**config.mk**
```make
export PLATFORM = sky130hd
export DESIGN_NAME = cod_decoder
export DESIGN_NICKNAME = d
export VERILOG_FILES = /design/src/rtl/cod_pkg.sv /design/src/rtl/cod_classify.sv /design/src/rtl/cod_field.sv /design/src/rtl/cod_decoder.sv
export SDC_FILE = /design/constraint.sdc
export NUM_CORES = 1
export LEC_CHECK = 0
export BUFFER_PORTS_ARGS = -buffer_cell sky130_fd_sc_hd__buf_2
export CAP_MARGIN = 20
export CORE_UTILIZATION = 35
export DETAILED_ROUTE_END_ITERATION = 6
export GPL_TIMING_DRIVEN = 0
export PLACE_DENSITY_LB_ADDON = 0.1
export SLEW_MARGIN = 20
export SYNTH_ARGS = -nofsm -noshare
export SYNTH_HDL_FRONTEND = slang
export SYNTH_HIERARCHICAL = 1
export SYNTH_SLANG_ARGS = --single-unit
```
**constraint.sdc**
```tcl
create_clock -name clk -period 2.08 [get_ports clk]
set_input_delay 0.208 -clock clk [delete_from_list [all_inputs] [get_ports clk]]
set_output_delay 0.208 -clock clk [all_outputs]
set_load 0.02 [all_outputs]
```
**src/rtl/cod_pkg.sv**
```systemverilog
// cod_pkg: opcode patterns, field positions and reset values of the control-op decoder
// assumes: 16-bit instruction words presented by the fetch stage
package cod_pkg;

  localparam int unsigned WORD_W = 16;
  localparam int unsigned ADDR_W = 7;
  localparam int unsigned MODE_POS = 7;
  localparam int unsigned BITSEL_HI = 11;
  localparam int unsigned BITSEL_LO = 8;
  localparam int unsigned CFG_W = 2;

  // top-byte opcodes, and the top nibble of the fixed bit test
  localparam logic [7:0] OP_TEST_BIT_BY_TEMP = 8'h57;
  localparam logic [7:0] OP_LOAD_STATUS_ZERO = 8'h50;
  localparam logic [7:0] OP_LOAD_STATUS_ONE = 8'h51;
  localparam logic [7:0] OP_STORE_STATUS_ZERO = 8'h78;
  localparam logic [7:0] OP_STORE_STATUS_ONE = 8'h79;
  localparam logic [7:0] OP_POP_TO_MEMORY = 8'h7a;
  localparam logic [7:0] OP_PUSH_FROM_MEMORY = 8'h54;
  localparam logic [7:0] OP_REPEAT_FROM_MEMORY = 8'h4b;
  localparam logic [7:0] OP_REPEAT_IMMEDIATE = 8'hcb;
  localparam logic [3:0] OP_TEST_BIT_NIBBLE = 4'h9;

  // block configuration: upper fourteen bits fixed, two low bits the field
  localparam logic [15:0] OP_RAM_BLOCK_CONFIG = 16'hce3c;
  localparam logic [15:0] CFG_MASK = 16'hfffc;

  // fixed words
  localparam logic [15:0] OP_POP_ACC = 16'hce1d;
  localparam logic [15:0] OP_PUSH_ACC = 16'hce1c;
  localparam logic [15:0] OP_CLEAR_CARRY = 16'hce30;
  localparam logic [15:0] OP_SET_CARRY = 16'hce31;
  localparam logic [15:0] OP_CLEAR_HOLD_MODE = 16'hce38;
  localparam logic [15:0] OP_SET_HOLD_MODE = 16'hce39;
  localparam logic [15:0] OP_CLEAR_OVERFLOW_MODE = 16'hce02;
  localparam logic [15:0] OP_SET_OVERFLOW_MODE = 16'hce03;
  localparam logic [15:0] OP_CLEAR_SIGN_EXT = 16'hce06;
  localparam logic [15:0] OP_SET_SIGN_EXT = 16'hce07;
  localparam logic [15:0] OP_CLEAR_TEST_FLAG = 16'hce32;
  localparam logic [15:0] OP_SET_TEST_FLAG = 16'hce33;
  localparam logic [15:0] OP_INTERRUPT_DISABLE = 16'hce01;
  localparam logic [15:0] OP_INTERRUPT_ENABLE = 16'hce00;
  localparam logic [15:0] OP_IDLE = 16'hce1f;
  localparam logic [15:0] OP_SOFT_TRAP = 16'hce1e;
  localparam logic [15:0] OP_NO_OP = 16'h5500;

  // flag indices inside the flag vector
  localparam int unsigned FL_CARRY = 0;
  localparam int unsigned FL_HOLD = 1;
  localparam int unsigned FL_OVM = 2;
  localparam int unsigned FL_SXM = 3;
  localparam int unsigned FL_TC = 4;
  localparam int unsigned FL_INTM = 5;
  localparam int unsigned FL_N = 6;

  // reset values of the held state
  localparam logic [6:0] FLAGS_RST = 7'h22;
  localparam logic [1:0] CFG_RST = 2'h0;

  // decoded operation classes
  typedef enum logic [4:0] {
    COD_NONE = 5'h00, COD_TBT = 5'h01, COD_TBIT = 5'h02, COD_CFG = 5'h03,
    COD_LDS0 = 5'h04, COD_LDS1 = 5'h05, COD_STS0 = 5'h06, COD_STS1 = 5'h07,
    COD_POPA = 5'h08, COD_PUSHA = 5'h09, COD_POPM = 5'h0a, COD_PUSHM = 5'h0b,
    COD_REPM = 5'h0c, COD_REPK = 5'h0d, COD_FLAG = 5'h0e, COD_IOFF = 5'h0f,
    COD_ION = 5'h10, COD_IDLE = 5'h11, COD_TRAP = 5'h12, COD_NOP = 5'h13
  } cod_op_e;

  typedef enum logic [1:0] {
    COD_RUN = 2'b01,
    COD_IDLING = 2'b10
  } cod_state_e;

endpackage : cod_pkg

```
**src/rtl/cod_classify.sv**
```systemverilog
// cod_classify: pure combinational opcode classifier
// assumes: word is stable for the cycle it is classified in
`timescale 1ns/10ps
module cod_classify
  import cod_pkg::*;
(
  input wire logic [WORD_W-1:0] word, // instruction word
  output cod_op_e op, // decoded class
  output logic [2:0] flag_sel, // which flag a set/clear op hits
  output logic flag_val // value written by that op
);

  always_comb begin
    op = COD_NONE;
    flag_sel = 3'h0;
    flag_val = 1'b0;
    if (word[15:12] == OP_TEST_BIT_NIBBLE) begin
      op = COD_TBIT;
    end else if ((word & CFG_MASK) == OP_RAM_BLOCK_CONFIG) begin
      op = COD_CFG;
    end else begin
      unique case (word[15:8])
        OP_TEST_BIT_BY_TEMP: op = COD_TBT;
        OP_LOAD_STATUS_ZERO: op = COD_LDS0;
        OP_LOAD_STATUS_ONE: op = COD_LDS1;
        OP_STORE_STATUS_ZERO: op = COD_STS0;
        OP_STORE_STATUS_ONE: op = COD_STS1;
        OP_POP_TO_MEMORY: op = COD_POPM;
        OP_PUSH_FROM_MEMORY: op = COD_PUSHM;
        OP_REPEAT_FROM_MEMORY: op = COD_REPM;
        OP_REPEAT_IMMEDIATE: op = COD_REPK;
        default: op = COD_NONE;
      endcase
      unique case (word)
        OP_POP_ACC: op = COD_POPA;
        OP_PUSH_ACC: op = COD_PUSHA;
        OP_INTERRUPT_DISABLE: op = COD_IOFF;
        OP_INTERRUPT_ENABLE: op = COD_ION;
        OP_IDLE: op = COD_IDLE;
        OP_SOFT_TRAP: op = COD_TRAP;
        OP_NO_OP: op = COD_NOP;
        OP_CLEAR_CARRY, OP_SET_CARRY: begin
          op = COD_FLAG;
          flag_sel = 3'(FL_CARRY);
          flag_val = word[0];
        end
        OP_CLEAR_HOLD_MODE, OP_SET_HOLD_MODE: begin
          op = COD_FLAG;
          flag_sel = 3'(FL_HOLD);
          flag_val = word[0];
        end
        OP_CLEAR_OVERFLOW_MODE, OP_SET_OVERFLOW_MODE: begin
          op = COD_FLAG;
          flag_sel = 3'(FL_OVM);
          flag_val = word[0];
        end
        OP_CLEAR_SIGN_EXT, OP_SET_SIGN_EXT: begin
          op = COD_FLAG;
          flag_sel = 3'(FL_SXM);
          flag_val = word[0];
        end
        OP_CLEAR_TEST_FLAG, OP_SET_TEST_FLAG: begin
          op = COD_FLAG;
          flag_sel = 3'(FL_TC);
          flag_val = word[0];
        end
        default: begin
        end
      endcase
    end
  end

endmodule : cod_classify

```
**src/rtl/cod_field.sv**
```systemverilog
// cod_field: splits the operand fields of a word
// assumes: caller qualifies the fields with the decoded class
`timescale 1ns/10ps
module cod_field
  import cod_pkg::*;
(
  input wire logic [WORD_W-1:0] word, // instruction word
  output logic mode, // indirect addressing mode bit
  output logic [ADDR_W-1:0] addr, // direct operand address
  output logic [3:0] bit_sel, // bit number for the bit test
  output logic [7:0] imm, // immediate count
  output logic [CFG_W-1:0] cfg // block configuration field
);

  assign mode = word[MODE_POS];
  assign addr = word[ADDR_W-1:0];
  assign bit_sel = word[BITSEL_HI:BITSEL_LO];
  assign imm = word[7:0];
  assign cfg = word[CFG_W-1:0];

endmodule : cod_field

```
**src/rtl/cod_decoder.sv**
```systemverilog
// cod_decoder: control-instruction decoder of the fixed-point core
// assumes: one word per cycle with instr_valid; core stalls the fetch while busy is high
//
// How it works
// - 0x57xx tests data bit chosen by temp
// - 0xCE3C masked sets RAM block configuration
// - 0x50xx loads status word zero
// - 0x51xx loads status word one
// - 0x78xx stores status word zero
// - 0x79xx stores status word one
// - 0xCE1D pops stack into low accumulator
// - 0xCE1C pushes low accumulator onto stack
// - 0x7Axx pops stack into data memory
// - 0x54xx pushes data memory onto stack
// - 0x4Bxx loads repeat count from memory
// - 0xCBxx repeats next with immediate count
`timescale 1ns/10ps
module cod_decoder
  import cod_pkg::*;
(
  input wire logic clk, // core clock, 40 MHz
  input wire logic rst_n, // async reset, active low
  input wire logic ce, // clock enable, freezes all state when low
  input wire logic instr_valid, // instr word valid this cycle
  input wire logic [WORD_W-1:0] instr, // instruction word
  input wire logic irq_pending, // any enabled interrupt waiting
  input wire logic rep_load_valid, // repeat count read back from memory
  input wire logic [7:0] rep_load_val, // that count
  input wire logic st_load_valid, // status word read back for a load
  input wire logic [6:0] st_load_val, // its flag bits
  output logic busy, // decoder not ready for a new word
  output logic mem_rd, // data memory read request pulse
  output logic mem_wr, // data memory write request pulse
  output logic mem_mode, // indirect addressing mode
  output logic [ADDR_W-1:0] mem_addr, // direct operand address
  output logic [WORD_W-1:0] mem_wdata, // data for a status store
  output logic stk_push, // push pulse to hardware stack
  output logic stk_pop, // pop pulse from hardware stack
  output logic stk_acc, // stack op moves the low accumulator
  output logic acc_from_stk, // pop lands in low accumulator
  output logic bit_test, // bit test pulse
  output logic bit_by_temp, // bit number comes from temp register
  output logic [3:0] bit_num, // bit number for a fixed test
  output logic rep_active, // next instruction is repeated
  output logic [7:0] rep_count, // repeat count
  output logic [CFG_W-1:0] block_config_field, // RAM block setting
  output logic [6:0] flags, // carry, hold, ovm, sxm, tc, intm, spare
  output logic trap, // software trap pulse
  output logic idle, // idling until interrupt
  output logic nop_seen // no-op retired pulse
);

  ////////////////////////////////////////////////////////////////////////
  // decode
  cod_op_e op;
  logic [2:0] flag_sel;
  logic flag_val;
  logic f_mode;
  logic [ADDR_W-1:0] f_addr;
  logic [3:0] f_bit;
  logic [7:0] f_imm;
  logic [CFG_W-1:0] f_cfg;

  cod_classify u_cls (
    .word(instr),
    .op(op),
    .flag_sel(flag_sel),
    .flag_val(flag_val)
  );

  cod_field u_fld (
    .word(instr),
    .mode(f_mode),
    .addr(f_addr),
    .bit_sel(f_bit),
    .imm(f_imm),
    .cfg(f_cfg)
  );

  ////////////////////////////////////////////////////////////////////////
  // state
  cod_state_e st_q, st_d;
  logic take;
  logic wait_rep_q, wait_rep_d;
  logic wait_st_q, wait_st_d;
  logic mem_rd_q, mem_rd_d, mem_wr_q, mem_wr_d, mode_q, mode_d;
  logic [ADDR_W-1:0] addr_q, addr_d;
  logic [WORD_W-1:0] wdata_q, wdata_d;
  logic push_q, push_d, pop_q, pop_d, sacc_q, sacc_d, afs_q, afs_d;
  logic bt_q, bt_d, btt_q, btt_d;
  logic [3:0] bn_q, bn_d;
  logic ra_q, ra_d;
  logic [7:0] rn_q, rn_d;
  logic [CFG_W-1:0] cfg_q, cfg_d;
  logic [6:0] fl_q, fl_d;
  logic trap_q, trap_d, nop_q, nop_d;

  // status layout: status word zero carries ovm/intm, one carries all seven flags
  function automatic logic [WORD_W-1:0] pack_status(input logic [6:0] f, input logic one);
    pack_status = one ? {9'h000, f} : {9'h000, 1'b0, f[FL_INTM], 2'b00, f[FL_OVM], 2'b00};
  endfunction : pack_status

  // a waiting memory read blocks new words so the fetch cannot overrun it
  assign take = instr_valid && st_q == COD_RUN && !wait_rep_q && !wait_st_q;

  always_comb begin
    st_d = st_q;
    wait_rep_d = wait_rep_q;
    wait_st_d = wait_st_q;
    mem_rd_d = 1'b0;
    mem_wr_d = 1'b0;
    mode_d = mode_q;
    addr_d = addr_q;
    wdata_d = wdata_q;
    push_d = 1'b0;
    pop_d = 1'b0;
    sacc_d = 1'b0;
    afs_d = 1'b0;
    bt_d = 1'b0;
    btt_d = 1'b0;
    bn_d = bn_q;
    ra_d = ra_q;
    rn_d = rn_q;
    cfg_d = cfg_q;
    fl_d = fl_q;
    trap_d = 1'b0;
    nop_d = 1'b0;
    if (wait_rep_q && rep_load_valid) begin
      wait_rep_d = 1'b0;
      ra_d = 1'b1;
      rn_d = rep_load_val;
    end
    if (wait_st_q && st_load_valid) begin
      wait_st_d = 1'b0;
      fl_d = st_load_val;
    end
    unique case (st_q)
      COD_IDLING: begin
        if (irq_pending) begin
          st_d = COD_RUN;
        end
      end
      COD_RUN: begin
        if (take) begin
          if (ra_q && op != COD_REPK && op != COD_REPM) begin
            ra_d = rn_q != 8'h00;
            rn_d = rn_q - 8'h01;
          end
          mode_d = f_mode;
          addr_d = f_addr;
          unique case (op)
            COD_TBT: begin
              bt_d = 1'b1;
              btt_d = 1'b1;
              mem_rd_d = 1'b1;
            end
            COD_TBIT: begin
              bt_d = 1'b1;
              bn_d = f_bit;
              mem_rd_d = 1'b1;
            end
            COD_CFG: cfg_d = f_cfg;
            COD_LDS0, COD_LDS1: begin
              mem_rd_d = 1'b1;
              wait_st_d = 1'b1;
            end
            COD_STS0, COD_STS1: begin
              mem_wr_d = 1'b1;
              wdata_d = pack_status(fl_q, op == COD_STS1);
            end
            COD_POPA: begin
              pop_d = 1'b1;
              sacc_d = 1'b1;
              afs_d = 1'b1;
            end
            COD_PUSHA: begin
              push_d = 1'b1;
              sacc_d = 1'b1;
            end
            COD_POPM: begin
              pop_d = 1'b1;
              mem_wr_d = 1'b1;
            end
            COD_PUSHM: begin
              push_d = 1'b1;
              mem_rd_d = 1'b1;
            end
            COD_REPM: begin
              mem_rd_d = 1'b1;
              wait_rep_d = 1'b1;
            end
            COD_REPK: begin
              ra_d = 1'b1;
              rn_d = f_imm;
            end
            COD_FLAG: fl_d[flag_sel] = flag_val;
            COD_IOFF: fl_d[FL_INTM] = 1'b1;
            COD_ION: fl_d[FL_INTM] = 1'b0;
            COD_IDLE: st_d = COD_IDLING;
            COD_TRAP: trap_d = 1'b1;
            COD_NOP: nop_d = 1'b1;
            default: begin
            end
          endcase
        end
      end
      default: st_d = COD_RUN;
    endcase
  end

  always_ff @(posedge clk or negedge rst_n) begin
    if (!rst_n) begin
      st_q <= COD_RUN;
      wait_rep_q <= 1'b0;
      wait_st_q <= 1'b0;
      mem_rd_q <= 1'b0;
      mem_wr_q <= 1'b0;
      mode_q <= 1'b0;
      addr_q <= '0;
      wdata_q <= '0;
      push_q <= 1'b0;
      pop_q <= 1'b0;
      sacc_q <= 1'b0;
      afs_q <= 1'b0;
      bt_q <= 1'b0;
      btt_q <= 1'b0;
      bn_q <= 4'h0;
      ra_q <= 1'b0;
      rn_q <= 8'h00;
      cfg_q <= CFG_RST;
      fl_q <= FLAGS_RST;
      trap_q <= 1'b0;
      nop_q <= 1'b0;
    end else if (ce) begin
      st_q <= st_d;
      wait_rep_q <= wait_rep_d;
      wait_st_q <= wait_st_d;
      mem_rd_q <= mem_rd_d;
      mem_wr_q <= mem_wr_d;
      mode_q <= mode_d;
      addr_q <= addr_d;
      wdata_q <= wdata_d;
      push_q <= push_d;
      pop_q <= pop_d;
      sacc_q <= sacc_d;
      afs_q <= afs_d;
      bt_q <= bt_d;
      btt_q <= btt_d;
      bn_q <= bn_d;
      ra_q <= ra_d;
      rn_q <= rn_d;
      cfg_q <= cfg_d;
      fl_q <= fl_d;
      trap_q <= trap_d;
      nop_q <= nop_d;
    end
  end

  // busy and idle get their own flops so the outputs come straight from registers
  logic busy_q;
  logic idle_q;
  always_ff @(posedge clk or negedge rst_n) begin
    if (!rst_n) begin
      busy_q <= 1'b0;
      idle_q <= 1'b0;
    end else if (ce) begin
      busy_q <= st_d == COD_IDLING || wait_rep_d || wait_st_d;
      idle_q <= st_d == COD_IDLING;
    end
  end

  assign busy = busy_q;
  assign mem_rd = mem_rd_q;
  assign mem_wr = mem_wr_q;
  assign mem_mode = mode_q;
  assign mem_addr = addr_q;
  assign mem_wdata = wdata_q;
  assign stk_push = push_q;
  assign stk_pop = pop_q;
  assign stk_acc = sacc_q;
  assign acc_from_stk = afs_q;
  assign bit_test = bt_q;
  assign bit_by_temp = btt_q;
  assign bit_num = bn_q;
  assign rep_active = ra_q;
  assign rep_count = rn_q;
  assign block_config_field = cfg_q;
  assign flags = fl_q;
  assign trap = trap_q;
  assign idle = idle_q;
  assign nop_seen = nop_q;
endmodule : cod_decoder

```
# After elaboration in Yosys (flattened, before gate mapping)

Index checks and enable logic that the tools add are counted.

$add $sub $neg: 1
Equality and inequality tests: 52
$lt $le $gt $ge: 2
Reductions and logical operators: 30
Mux-type cells: 72

Operators by type and width:

| cell                                                   | number |
|---|---|
| == test 16 bit (second input constant)                 | 16 |
| == test 8 x 7 -> 1 bit (second input constant)         | 8 |
| 2-to-1 mux 1 bit                                       | 48 |
| == test 5 x 4 -> 1 bit (second input constant)         | 8 |
| 2-to-1 mux 8 bit                                       | 5 |
| case mux 5 bit (8 select lines)                        | 1 |
| case mux 4 bit (9 select lines)                        | 1 |
| 2-to-1 mux 7 bit                                       | 4 |
| == test 5 x 3 -> 1 bit (second input constant)         | 4 |
| == test 5 bit (second input constant)                  | 4 |
| OR reduction 2 bit                                     | 10 |
| == test 16 x 15 -> 1 bit (second input constant)       | 1 |
| 2-to-1 mux 5 bit                                       | 3 |
| == test 14 bit (second input constant)                 | 1 |
| case mux 3 bit (4 select lines)                        | 1 |
| AND reduction 4 bit                                    | 3 |
| == test 5 x 2 -> 1 bit (second input constant)         | 2 |
| inequality test 5 x 4 -> 1 bit (second input constant) | 2 |
| OR reduction 10 bit                                    | 1 |
| == test 8 bit (second input constant)                  | 1 |
| logical AND 1 bit                                      | 8 |
| nonzero test 8 bit                                     | 1 |
| subtractor 8 x 1 -> 8 bit (second input constant)      | 1 |
| bitwise mux 7 bit                                      | 1 |
| 16 further kinds                                       | 22 |

Output and inout bits: 58
Bits in registers: 62
Logic and storage cells: 180
Bits of input ports: 38

# Logic depth before layout (Yosys ltp)

Gate-level depths: netlist of run 1.

Depth in word-level cells: 13
Mapped depth: 12
Mapped depth without buffers: 9

# Modules after synthesis

Netlist of run 1, hierarchy kept.

By module, submodules not included:

| module       | cells an instance | sequential area each (µm²) | instances | area each (µm²) |
|---|---|---|---|---|
| cod_decoder  | 317               | 1330.0                     | 1         | 3049.2 |
| cod_classify | 65                | 0.0                        | 1         | 456.7 |
| cod_field    | 22                | 0.0                        | 1         | 165.2 |

# Least setup slack after synthesis of run 1

No wires, ideal clock.

Path type: input-to-reg
From: input instr[5]
To: register rn_q[3] (netlist: rep_count[3])
Data required time: 1958 ps
Path buffers: 1
Stages: 10
Library setup time: 122 ps
Setup slack: -599 ps
Data arrival time: 2558 ps
Cells stage by stage: or4_4 > or4_4 > a21o_1 > nand3_1 > buf_2 > nand3b_4 > or3_4 > nor3_2 > o21ai_1 > a32o_1

Word-level cells in the longest chain between the ends: 12
Elaborated cells on any way between the ends: 31
Classes of those cells: eq/ne (21); mux (7); reduce/logical (3)

Ends and longest elaborated chain:

| item                            | line               | RTL |
|---|---|---|
| start, declared                 | cod_decoder.sv:25  | `input wire logic [WORD_W-1:0] instr,` |
| == test 16 bit                  | cod_classify.sv:34 | `unique case (word)` |
| OR reduction 10 bit (no line)   | --                 |  |
| case mux 5 bit (8 select lines) | cod_classify.sv:34 |  |
| 2-to-1 mux 5 bit *              | cod_classify.sv:19 | `end else if ((word & CFG_MASK) == OP_RAM_BLOCK_CONFIG) begin` |
| 2-to-1 mux 5 bit *              | cod_classify.sv:17 | `if (word[15:12] == OP_TEST_BIT_NIBBLE) begin` |
| via op[2]                       | cod_decoder.sv:55  | `cod_op_e op;` |
| inequality test 5 x 4 -> 1 bit  | cod_decoder.sv:145 | `if (ra_q && op != COD_REPK && op != COD_REPM) begin` |
| logical AND 1 bit (2 in a row)  | cod_decoder.sv:145 |  |
| 2-to-1 mux 8 bit                | cod_decoder.sv:145 |  |
| 2-to-1 mux 8 bit *              | cod_decoder.sv:151 | `unique case (op)` |
| 2-to-1 mux 8 bit *              | cod_decoder.sv:144 | `if (take) begin` |
| 2-to-1 mux 8 bit *              | cod_decoder.sv:137 | `unique case (st_q)` |
| end signal, assigned            | cod_decoder.sv:251 | `rn_q <= rn_d;` |
| end, declared                   | cod_decoder.sv:93  | `logic [7:0] rn_q, rn_d;` |

Mark *: on every way through the listed nets, which the timed path passes. The rest lies on a longest branch.
A chain may end at the register's enable or synchronous reset.

# Final worst setup path of run 1

From: input instr[5]
To: register rn_q[2] (netlist: rep_count[2])

Same word-level chain as after synthesis.

==> flow_summary.json, run 1 <==
{
  "switching_share_pct": 36.1,
  "yosys-mux-area-fraction_pct": 6.10,
  "setup_viol": 45,
  "critPathKind": "in -> reg",
  "cp_data_arrival_time_ns": 2.69,
  "synth.area.top_cells": "dfrtp_1, buf_4, mux2_2",
  "die_h_um": 104,
  "synth_simple_gate_area_share_pct": 25.9,
  "coreArea_um2": 10200,
  "clock_latency_ns": 0.31,
  "drc": 0,
  "dpl_worst_slack_ns": -1.02,
  "grt_pass1_vias": 3452,
  "holdPathStages": 2,
  "path_clk_slew_ns": 0.10,
  "yosysMostFrequentCell": "dfrtp_1",
  "num-fill-cells": 991,
  "syn_area_um2": 3670,
  "area_growth_syn_to_layout_pct": 42.2,
  "synthFlopType": "dfrtp_1",
  "finalHoldViolCount": 0,
  "synth_top_family_by_area": "simple AND/OR/NAND/NOR gates",
  "synth-compound-area-share_pct": 17.9,
  "place_congestion": 0.806,
  "initial_core_util_pct": 35.9,
  "yosysWarnings": 6,
  "r2r_end": "stk_push",
  "place_hpwl_mm": 7.29,
  "ys_async_sr_fraction_pct": 100,
  "tightestPinTransition_ns": 0.846,
  "finish.utilization_pct": 51.0,
  "cap_violations": 0,
  "synth_xor_area_share_pct": 1.91,
  "routed_wl_mm": 10.6,
  "syn_area_per_cell_um2": 9.09,
  "violations": "setup timing",
  "status": "complete, but fails checks",
  "p_leak_nw": 2.41,
  "synthCells": 404,
  "finClkSkew_ns": 0.0116,
  "power.net_switching_w": 0.00110,
  "die_w_um": 104,
  "register_area_um2": 1330,
  "critPathMaxFanout": 5,
  "yosysSeqAreaShare_pct": 36.2,
  "cts_buffer_depth": 2,
  "routed-via-count": 3516,
  "final.period_utilization_pct": 119,
  "dr.pass1.iters": 4,
  "cts_sinks": 53,
  "io_buffers": 85,
  "critical_path.startpoint": "instr[5]",
  "worstPathRequired_ns": 2.29,
  "combinationalPowerShare_pct": 35.5,
  "cts_root_buf": "clkbuf_8",
  "r2r_slack_ns": -0.01,
  "fin_cells": 681,
  "p_int_w": 0.00194,
  "htreeDepth": 2,
  "via_per_inst": 5.16,
  "synthAdderAreaFrac_pct": 1.36,
  "vdd_drop_max_mv": 0.378,
  "antenna_found_initial": 0,
  "drtIter0Drc": 68,
  "timing.max_slew.rel_slack_pct": 43.1,
  "startpoint_type": "input pin",
  "multi_input_area_um2": 2320,
  "grt_pass1_wl_mm": 17.1,
  "tritoncts": "built",
  "dp.cells": 633,
  "yosys.area.top_type": "dfrtp_1",
  "synth_common_cells": "dfrtp_1, nand2_1, buf_4, o21ai_0",
  "clkPwrFrac_pct": 20.6,
  "synth_top_area_share_pct": 34.1,
  "design.die.area_um2": 10900,
  "grt_max_degree": 54,
  "synth_edf_count": 0,
  "rsz0062_at_grt": "true",
  "ant_nets": 0,
  "synth_seq_cells": 53,
  "nets": 586,
  "yosysUniqueCellTypes": 81,
  "layout_setup_ws_ns": -0.404,
  "antenna_cells": 0,
  "clock.fmax_mhz": 403,
  "grt-ovfl-total": 0,
  "r2r-start": "st_q[0]",
  "track_usage_pct": 19.4,
  "report.final.slew_viol_count": 0,
  "min_to": "bit_num[2]",
  "power_density_nw_per_um2": 582,
  "finalCriticalPeriod_ns": 2.48,
  "power_frac_seq_pct": 43.9,
  "cts_buffers": 5,
  "num_rows": 37,
  "drive_above_1_share_pct": 49.7,
  "min_path_type": "in -> reg",
  "io_pins": 96,
  "crit_path_end_kind": "register",
  "r2r_cells": 8,
  "worstHoldStart": "instr[10]",
  "wire_per_inst_um": 15.6
}
layout make-up:
type                       instances  share of cell area [%]
buffer                            46                    6.78
clock buffer                       7                    1.65
clock inverter                     1                   0.144
inverter                          18                    1.29
multi-input combinational        293                    44.5
sequential                        53                    25.5
tap                              136                    3.26
timing repair buffer             127                    16.9
power by group through the flow:
stage / registers [W] / clock network (W) / logic, W
2_1_floorplan: 0.00152 / 0 / 0.000469
3_3_place_gp: 0.00135 / 0 / 0.000977
3_5_place_dp: 0.00135 / 0 / 0.000987
4_1_cts: 0.00134 / 0.000655 / 0.00108
5_1_grt: 0.00136 / 0.000684 / 0.00118
6_report: 0.00133 / 0.000628 / 0.00108
logic make-up after synthesis:
group	count (synthesis)
AO/OA/AOI/OAI	97
XOR/XNOR	8
adder cells (fa/ha/maj)	4
buffers and inverters	66
other	1
AND/OR/NAND/NOR	155
multiplexers	20
flip-flops	53
through the flow:
| step | hold WS [ns] | TNS, ns | cell area (µm²) | total power (W) |
|---|---|---|---|---|
| after global routing | 0.113 | -15.04 | 5220 | 0.00322 |
| final | 0.126 | -11.53 | 5220 | 0.00304 |
| after floorplan | -0.0876 | -14.33 | 3770 | 0.00199 |
| after detailed placement | 0.308 | -33.47 | 4370 | 0.00234 |
| after CTS | 0.114 | -11.37 | 5020 | 0.00307 |
| after global placement | 0.443 | -32.98 | 4370 | 0.00232 |
worst max-delay path by stage:
stage | depth (start not counted) | end
6_report | 10 | rep_count[2]
5_1_grt | 10 | rep_count[3]
4_1_cts | 11 | rep_count[3]
3_5_place_dp | 10 | busy
3_3_place_gp | 10 | busy
2_1_floorplan | 9 | rep_count[3]
state kept, by name (all words and copies together), names as in the netlist, 2 cells and up:
register,flops
rep_count,8
flags,7
mem_addr,7
mem_wdata,7
bit_num,4
block_config_field,2
st_q,2
cells in the final DEF (no fill, tap or decap), types with 9 or more instances in the layout:
cell type   n
buf_2      78
buf_4      62
dfrtp_1    50
nand2_1    35
mux2_2     17
inv_1      16
buf_6      16
nor2_1     13
a21oi_1    13
nand3_1    10
o21ai_0     9
conb_1      9
metal layers:
layer | track usage (%) | part of all wire (%) | vias to the layer above
met5 | 0 | 0 | -
met4 | 3.47 | 0.87 | 0
met3 | 2.51 | 4.0 | 7
met2 | 33.1 | 49 | 101
met1 | 26.3 | 46 | 1680
li1 | - | - | 1728
worst max-delay path, cell delays in order:
cell	delay [ns]
buf_8	0.10
or4_4	0.53
or4_4	0.43
a21o_1	0.23
o2111ai_4	0.14
nand3b_4	0.15
or3_4	0.41
a21oi_4	0.17
o21ai_2	0.10
a32o_1	0.23
timing repair:
action,in CTS,in global routing
cloned,0,1
hold buffers,1,0
resized for setup,81,38
endpoints found under the hold margin,50,0
pin swaps,34,25
endpoints found under the setup margin,45,45
setup buffers,32,9
No activity file was read; power rests on OpenSTA's default activity.
==> inputs of run 2 (changes only) <==
CTS_CLUSTER_DIAMETER = 50   (was default)
TNS_END_PERCENT = 50   (was default)
==> run 2 against run 1 <==
  * The run still ends with setup timing left
  * Final area fell by 4.5%
  * Via count shrank 1.1%
  * Largest cell class unchanged
  * Clock skew fell by 0.0041 ns
  * Combinational power about the same
  * Die area unchanged
==> flow_summary.json, run 2 (synthesis gave the netlist of run 1 again) <==
{
  "drc": 0,
  "vdd_drop_max_mv": 0.409,
  "finalHoldViolCount": 0,
  "nets": 574,
  "die_h_um": 104,
  "tightestPinTransition_ns": 0.793,
  "grt_pass1_wl_mm": 17.3,
  "worstPathRequired_ns": 2.29,
  "grt_pass1_vias": 3520,
  "die_w_um": 104,
  "cap_violations": 0,
  "p_leak_nw": 2.32,
  "clock_latency_ns": 0.31,
  "fin_cells": 669,
  "final.period_utilization_pct": 120,
  "cts_sinks": 53,
  "finalCriticalPeriod_ns": 2.50,
  "power_density_nw_per_um2": 625,
  "grt-ovfl-total": 0,
  "min_path_type": "in -> reg",
  "timing.max_slew.rel_slack_pct": 46.7,
  "drtIter0Drc": 143,
  "place_area_um2": 4360,
  "clock.fmax_mhz": 400,
  "violations": "setup timing",
  "setup_viol": 44,
  "track_usage_pct": 19.6,
  "cts_buffer_depth": 2,
  "io_pins": 96,
  "cts_buffers": 5,
  "cp_data_arrival_time_ns": 2.70,
  "io_buffers": 85,
  "path_clk_slew_ns": 0.11,
  "finClkSkew_ns": 0.00750,
  "cts_root_buf": "clkbuf_8",
  "coreArea_um2": 10200,
  "startpoint_type": "input pin",
  "wire_per_inst_um": 15.7,
  "drive_above_1_share_pct": 43.3,
  "finish.utilization_pct": 48.8,
  "antenna_found_initial": 0,
  "largest_reg_flops": 8,
  "postLayoutCellArea_um2": 4990,
  "htreeDepth": 2,
  "antenna_cells": 0,
  "report.final.slew_viol_count": 0,
  "dpl_worst_slack_ns": -0.999,
  "status": "complete, but fails checks",
  "routed_wl_mm": 10.5,
  "grt_max_degree": 54,
  "ant_nets": 0,
  "routed-via-count": 3476,
  "design.die.area_um2": 10900,
  "place_hpwl_mm": 7.37,
  "layout_setup_ws_ns": -0.419,
  "area_growth_syn_to_layout_pct": 35.9,
  "critPathKind": "in -> reg",
  "crit_path_end_kind": "register",
  "final_common_cell": "buf_2",
  "dp.cells": 633,
  "initial_core_util_pct": 35.9,
  "dr.pass1.iters": 6,
  "place_congestion": 0.820,
  "setup_tns_ns": -10.33,
  "tritoncts": "built",
  "layout_common_cells": "buf_2, buf_4, dfrtp_1",
  "via_per_inst": 5.20,
  "num_rows": 37,
  "rsz0062_at_grt": "true",
  "critPathMaxFanout": 5
}
-- run 2: changes by cell type in the layout (fill, tap and decap cells not counted), moves of 5 or more --
cell,change
buf_4,-5
nand2_1,+6
nand3_1,+5
nand3_2,-5
o21ai_1,+6
o21ai_2,-6
-- run 2: per-layer routing --
metal	vias to the layer above	wire (µm)	part of all wire, %	global-route usage [%]
met5	-	0	0	0
met3	6	500	4.8	2.88
met2	103	5020	48	33.8
met1	1659	4880	47	26.0
met4	0	81	0.77	3.88
li1	1708	-	-	-
-- run 2: final timing paths --
kind | startpoint | slack [ns] | cells past startpoint | to
max in group asynchronous | rst_n | 1.12 | 2 | block_config_field[0]
min in group asynchronous | rst_n | 0.48 | 2 | mem_wdata[0]
hold reg to reg | mem_wdata[4] | 0.49 | 2 | mem_wdata[4]
setup reg to reg | st_q[0] | -0.06 | 7 | acc_from_stk
setup / recovery | instr[5] | -0.42 | 10 | rep_count[3]
hold / removal | instr[10] | 0.12 | 2 | bit_num[2]
-- run 2: final cells by class --
| class | count | area [µm²] |
|---|---|---|
| Fill cell | 1013 | 5240 |
| Multi-Input combinational cell | 293 | 2190 |
| Sequential cell | 53 | 1330 |
| Timing Repair Buffer | 114 | 738 |
| Buffer | 47 | 375 |
| Tap cell | 136 | 170 |
| Clock buffer | 6 | 72.6 |
| Inverter | 18 | 70.1 |
| Clock inverter | 2 | 38.8 |
-- run 2: metrics by stage --
step / hold WS, ns / total power [W]
2_1_floorplan: -0.0876 / 0.00199
3_3_place_gp: 0.442 / 0.00232
6_report: 0.120 / 0.00312
5_1_grt: 0.114 / 0.00331
4_1_cts: 0.114 / 0.00314
3_5_place_dp: 0.317 / 0.00234
-- run 2: critical path, stage by stage --
cell       delay (ns)
buf_8            0.10
or4_4            0.54
or4_4            0.43
a21o_1           0.22
o2111ai_4        0.14
nand3b_4         0.14
or3_4            0.41
nor3_4           0.17
o21ai_1          0.08
a32o_1           0.25
-- run 2: what timing repair did --
action                     4_1_cts  5_1_grt
hold buffers                     1        0
setup buffers                   26        3
hold endpoints to repair        50        0
cloned                           0        0
setup endpoints to repair       45       45
pin swaps                       31       13
gates resized for setup         64       13
-- run 2: where the power goes --
group	switching (W)	leakage (nW)	internal, W	total (W)
combinational	0.000604	1.60	0.000450	0.00105
sequential	0.000129	0.661	0.00120	0.00133
clock	0.000367	0.0554	0.000362	0.000729
==> inputs of run 3 (changes only) <==
SETUP_SLACK_MARGIN = 0.1   (was default)
==> run 3 against run 2 <==
  * The run still ends with setup timing left
  * Clock-buffer cell count did not move
  * Maximum frequency rose by 1.4%
  * Clock power rose by 1%
  * Worst hold slack got worse by 0.0038 ns
  * Critical endpoint is now flags[1]
  * Highest routed layer unchanged
==> flow_summary.json, run 3 (synthesis gave the netlist of run 1 again) <==
{
  "startpoint_type": "input pin",
  "worst_path_max_delay_cell": "or4_4",
  "dpl_worst_slack_ns": -0.999,
  "track_usage_pct": 19.6,
  "cts_buffers": 5,
  "clkPwrFrac_pct": 23.5,
  "antenna_cells": 0,
  "layout_common_cells": "buf_2, buf_4, dfrtp_1",
  "grt_pass1_vias": 3520,
  "rsz0062_at_grt": "true",
  "io_pins": 96,
  "clock.fmax_mhz": 406,
  "power_frac_seq_pct": 42.5,
  "place_congestion": 0.820,
  "power_density_nw_per_um2": 604,
  "die_h_um": 104,
  "io_buffers": 85,
  "setup_viol": 45,
  "finalCriticalPeriod_ns": 2.46,
  "worstPathRequired_ns": 2.34,
  "routed-via-count": 3526,
  "place_area_um2": 4360,
  "critPathKind": "in -> reg",
  "status": "complete, but fails checks",
  "tightestPinTransition_ns": 0.796,
  "place_hpwl_mm": 7.37,
  "p_leak_nw": 2.41,
  "layout_setup_ws_ns": -0.384,
  "finish.utilization_pct": 50.8,
  "path_cells": "buf_8 > or4_4 > or4_4 > a21o_1 > o2111ai_2 > nand3b_4 > buf_4 > buf_12 > nor3_4 > nand3b_1 > or3_1 > nand3_1",
  "initial_core_util_pct": 35.9,
  "cp_data_arrival_time_ns": 2.72,
  "dr.pass1.iters": 6,
  "finClkSkew_ns": 0.0130,
  "ant_nets": 0,
  "nets": 588,
  "report.final.slew_viol_count": 0,
  "die_w_um": 104,
  "via_per_inst": 5.16,
  "power.net_switching_w": 0.00111,
  "cts_sinks": 53,
  "coreArea_um2": 10200,
  "vdd_drop_max_mv": 0.409,
  "largest_reg_flops": 8,
  "num_rows": 37,
  "r2r_slack_ns": -0.01,
  "cts_buffer_depth": 2,
  "crit_top_cell": "or4_4",
  "postLayoutCellArea_um2": 5200,
  "finalHoldViolCount": 0,
  "num-fill-cells": 984,
  "cts_root_buf": "clkbuf_8",
  "wire_per_inst_um": 15.6,
  "multi_input_area_um2": 2250,
  "routed_wl_mm": 10.6,
  "final_common_cell": "buf_2",
  "tritoncts": "built",
  "setup_tns_ns": -11.93,
  "drive_above_1_share_pct": 46.8,
  "violations": "setup timing",
  "antenna_found_initial": 0,
  "timing.max_slew.rel_slack_pct": 46.5,
  "switching_share_pct": 35.3,
  "drtIter0Drc": 101,
  "critPathMaxFanout": 5,
  "grt_pass1_wl_mm": 17.3,
  "htreeDepth": 2,
  "p_int_w": 0.00203,
  "design.die.area_um2": 10900,
  "combinationalPowerShare_pct": 34.1,
  "area_growth_syn_to_layout_pct": 41.6,
  "path_clk_slew_ns": 0.11,
  "clock_latency_ns": 0.31,
  "cap_violations": 0,
  "slowest_delay_ns": 0.53,
  "grt-ovfl-total": 0,
  "grt_max_degree": 54,
  "final.period_utilization_pct": 118,
  "crit_path_end_kind": "register",
  "register_area_um2": 1330,
  "min_path_type": "in -> reg",
  "drc": 0
}
run 3: power groups by stage:
stage / combinational, W / sequential (W) / clock, W
after global placement: 0.000972 / 0.00135 / 0
after global routing: 0.00117 / 0.00136 / 0.000801
after floorplan: 0.000467 / 0.00152 / 0
final: 0.00107 / 0.00133 / 0.000736
after CTS: 0.00105 / 0.00134 / 0.000750
after detailed placement: 0.000983 / 0.00135 / 0
run 3: area by class of cell:
class	count	area share (%)
clock buffer	6	1.40
multi-input combinational	293	43.3
sequential	53	25.6
timing repair buffer	127	16.9
clock inverter	2	0.746
inverter	18	1.35
tap	136	3.27
buffer	48	7.46
run 3: what timing repair did:
item	in CTS	in global routing
pin swaps	31	21
endpoints found under the setup margin	45	53
gates cloned	0	0
resized for setup	64	33
endpoints found under the hold margin	50	0
setup buffers	26	15
hold buffers	1	0
run 3: path summary, 6_finish.rpt:
kind                       depth (start not counted)               endpoint    startpoint
min reg2reg                                        2           mem_wdata[4]  mem_wdata[4]
min                                                2             bit_num[2]     instr[10]
max reg2reg                                        6           rep_count[3]       st_q[0]
max in group asynchronous                          2  block_config_field[0]         rst_n
max                                               12               flags[1]      instr[5]
min in group asynchronous                          2           mem_wdata[6]         rst_n
run 3: worst max-delay path, delay by kind of cell:
family | cells | cell delay (ns)
simple gates | 7 | 1.77
buf+inv | 3 | 0.38
compound gates | 2 | 0.35
run 3: per-layer routing:
| layer | track usage (%) | vias up | part of all wire [%] |
|---|---|---|---|
| li1 | - | 1727 | - |
| met1 | 26.0 | 1698 | 47 |
| met2 | 33.8 | 92 | 48 |
| met3 | 2.88 | 9 | 4.2 |
| met4 | 3.88 | 0 | 1.0 |
| met5 | 0 | - | 0 |
run 3: metrics by stage:
step / std cells / hold WS, ns / power [W]
2_1_floorplan: 412 / -0.0876 / 0.00199
3_3_place_gp: 633 / 0.442 / 0.00232
3_5_place_dp: 633 / 0.317 / 0.00234
4_1_cts: 668 / 0.114 / 0.00314
5_1_grt: 683 / 0.112 / 0.00333
6_report: 683 / 0.117 / 0.00314
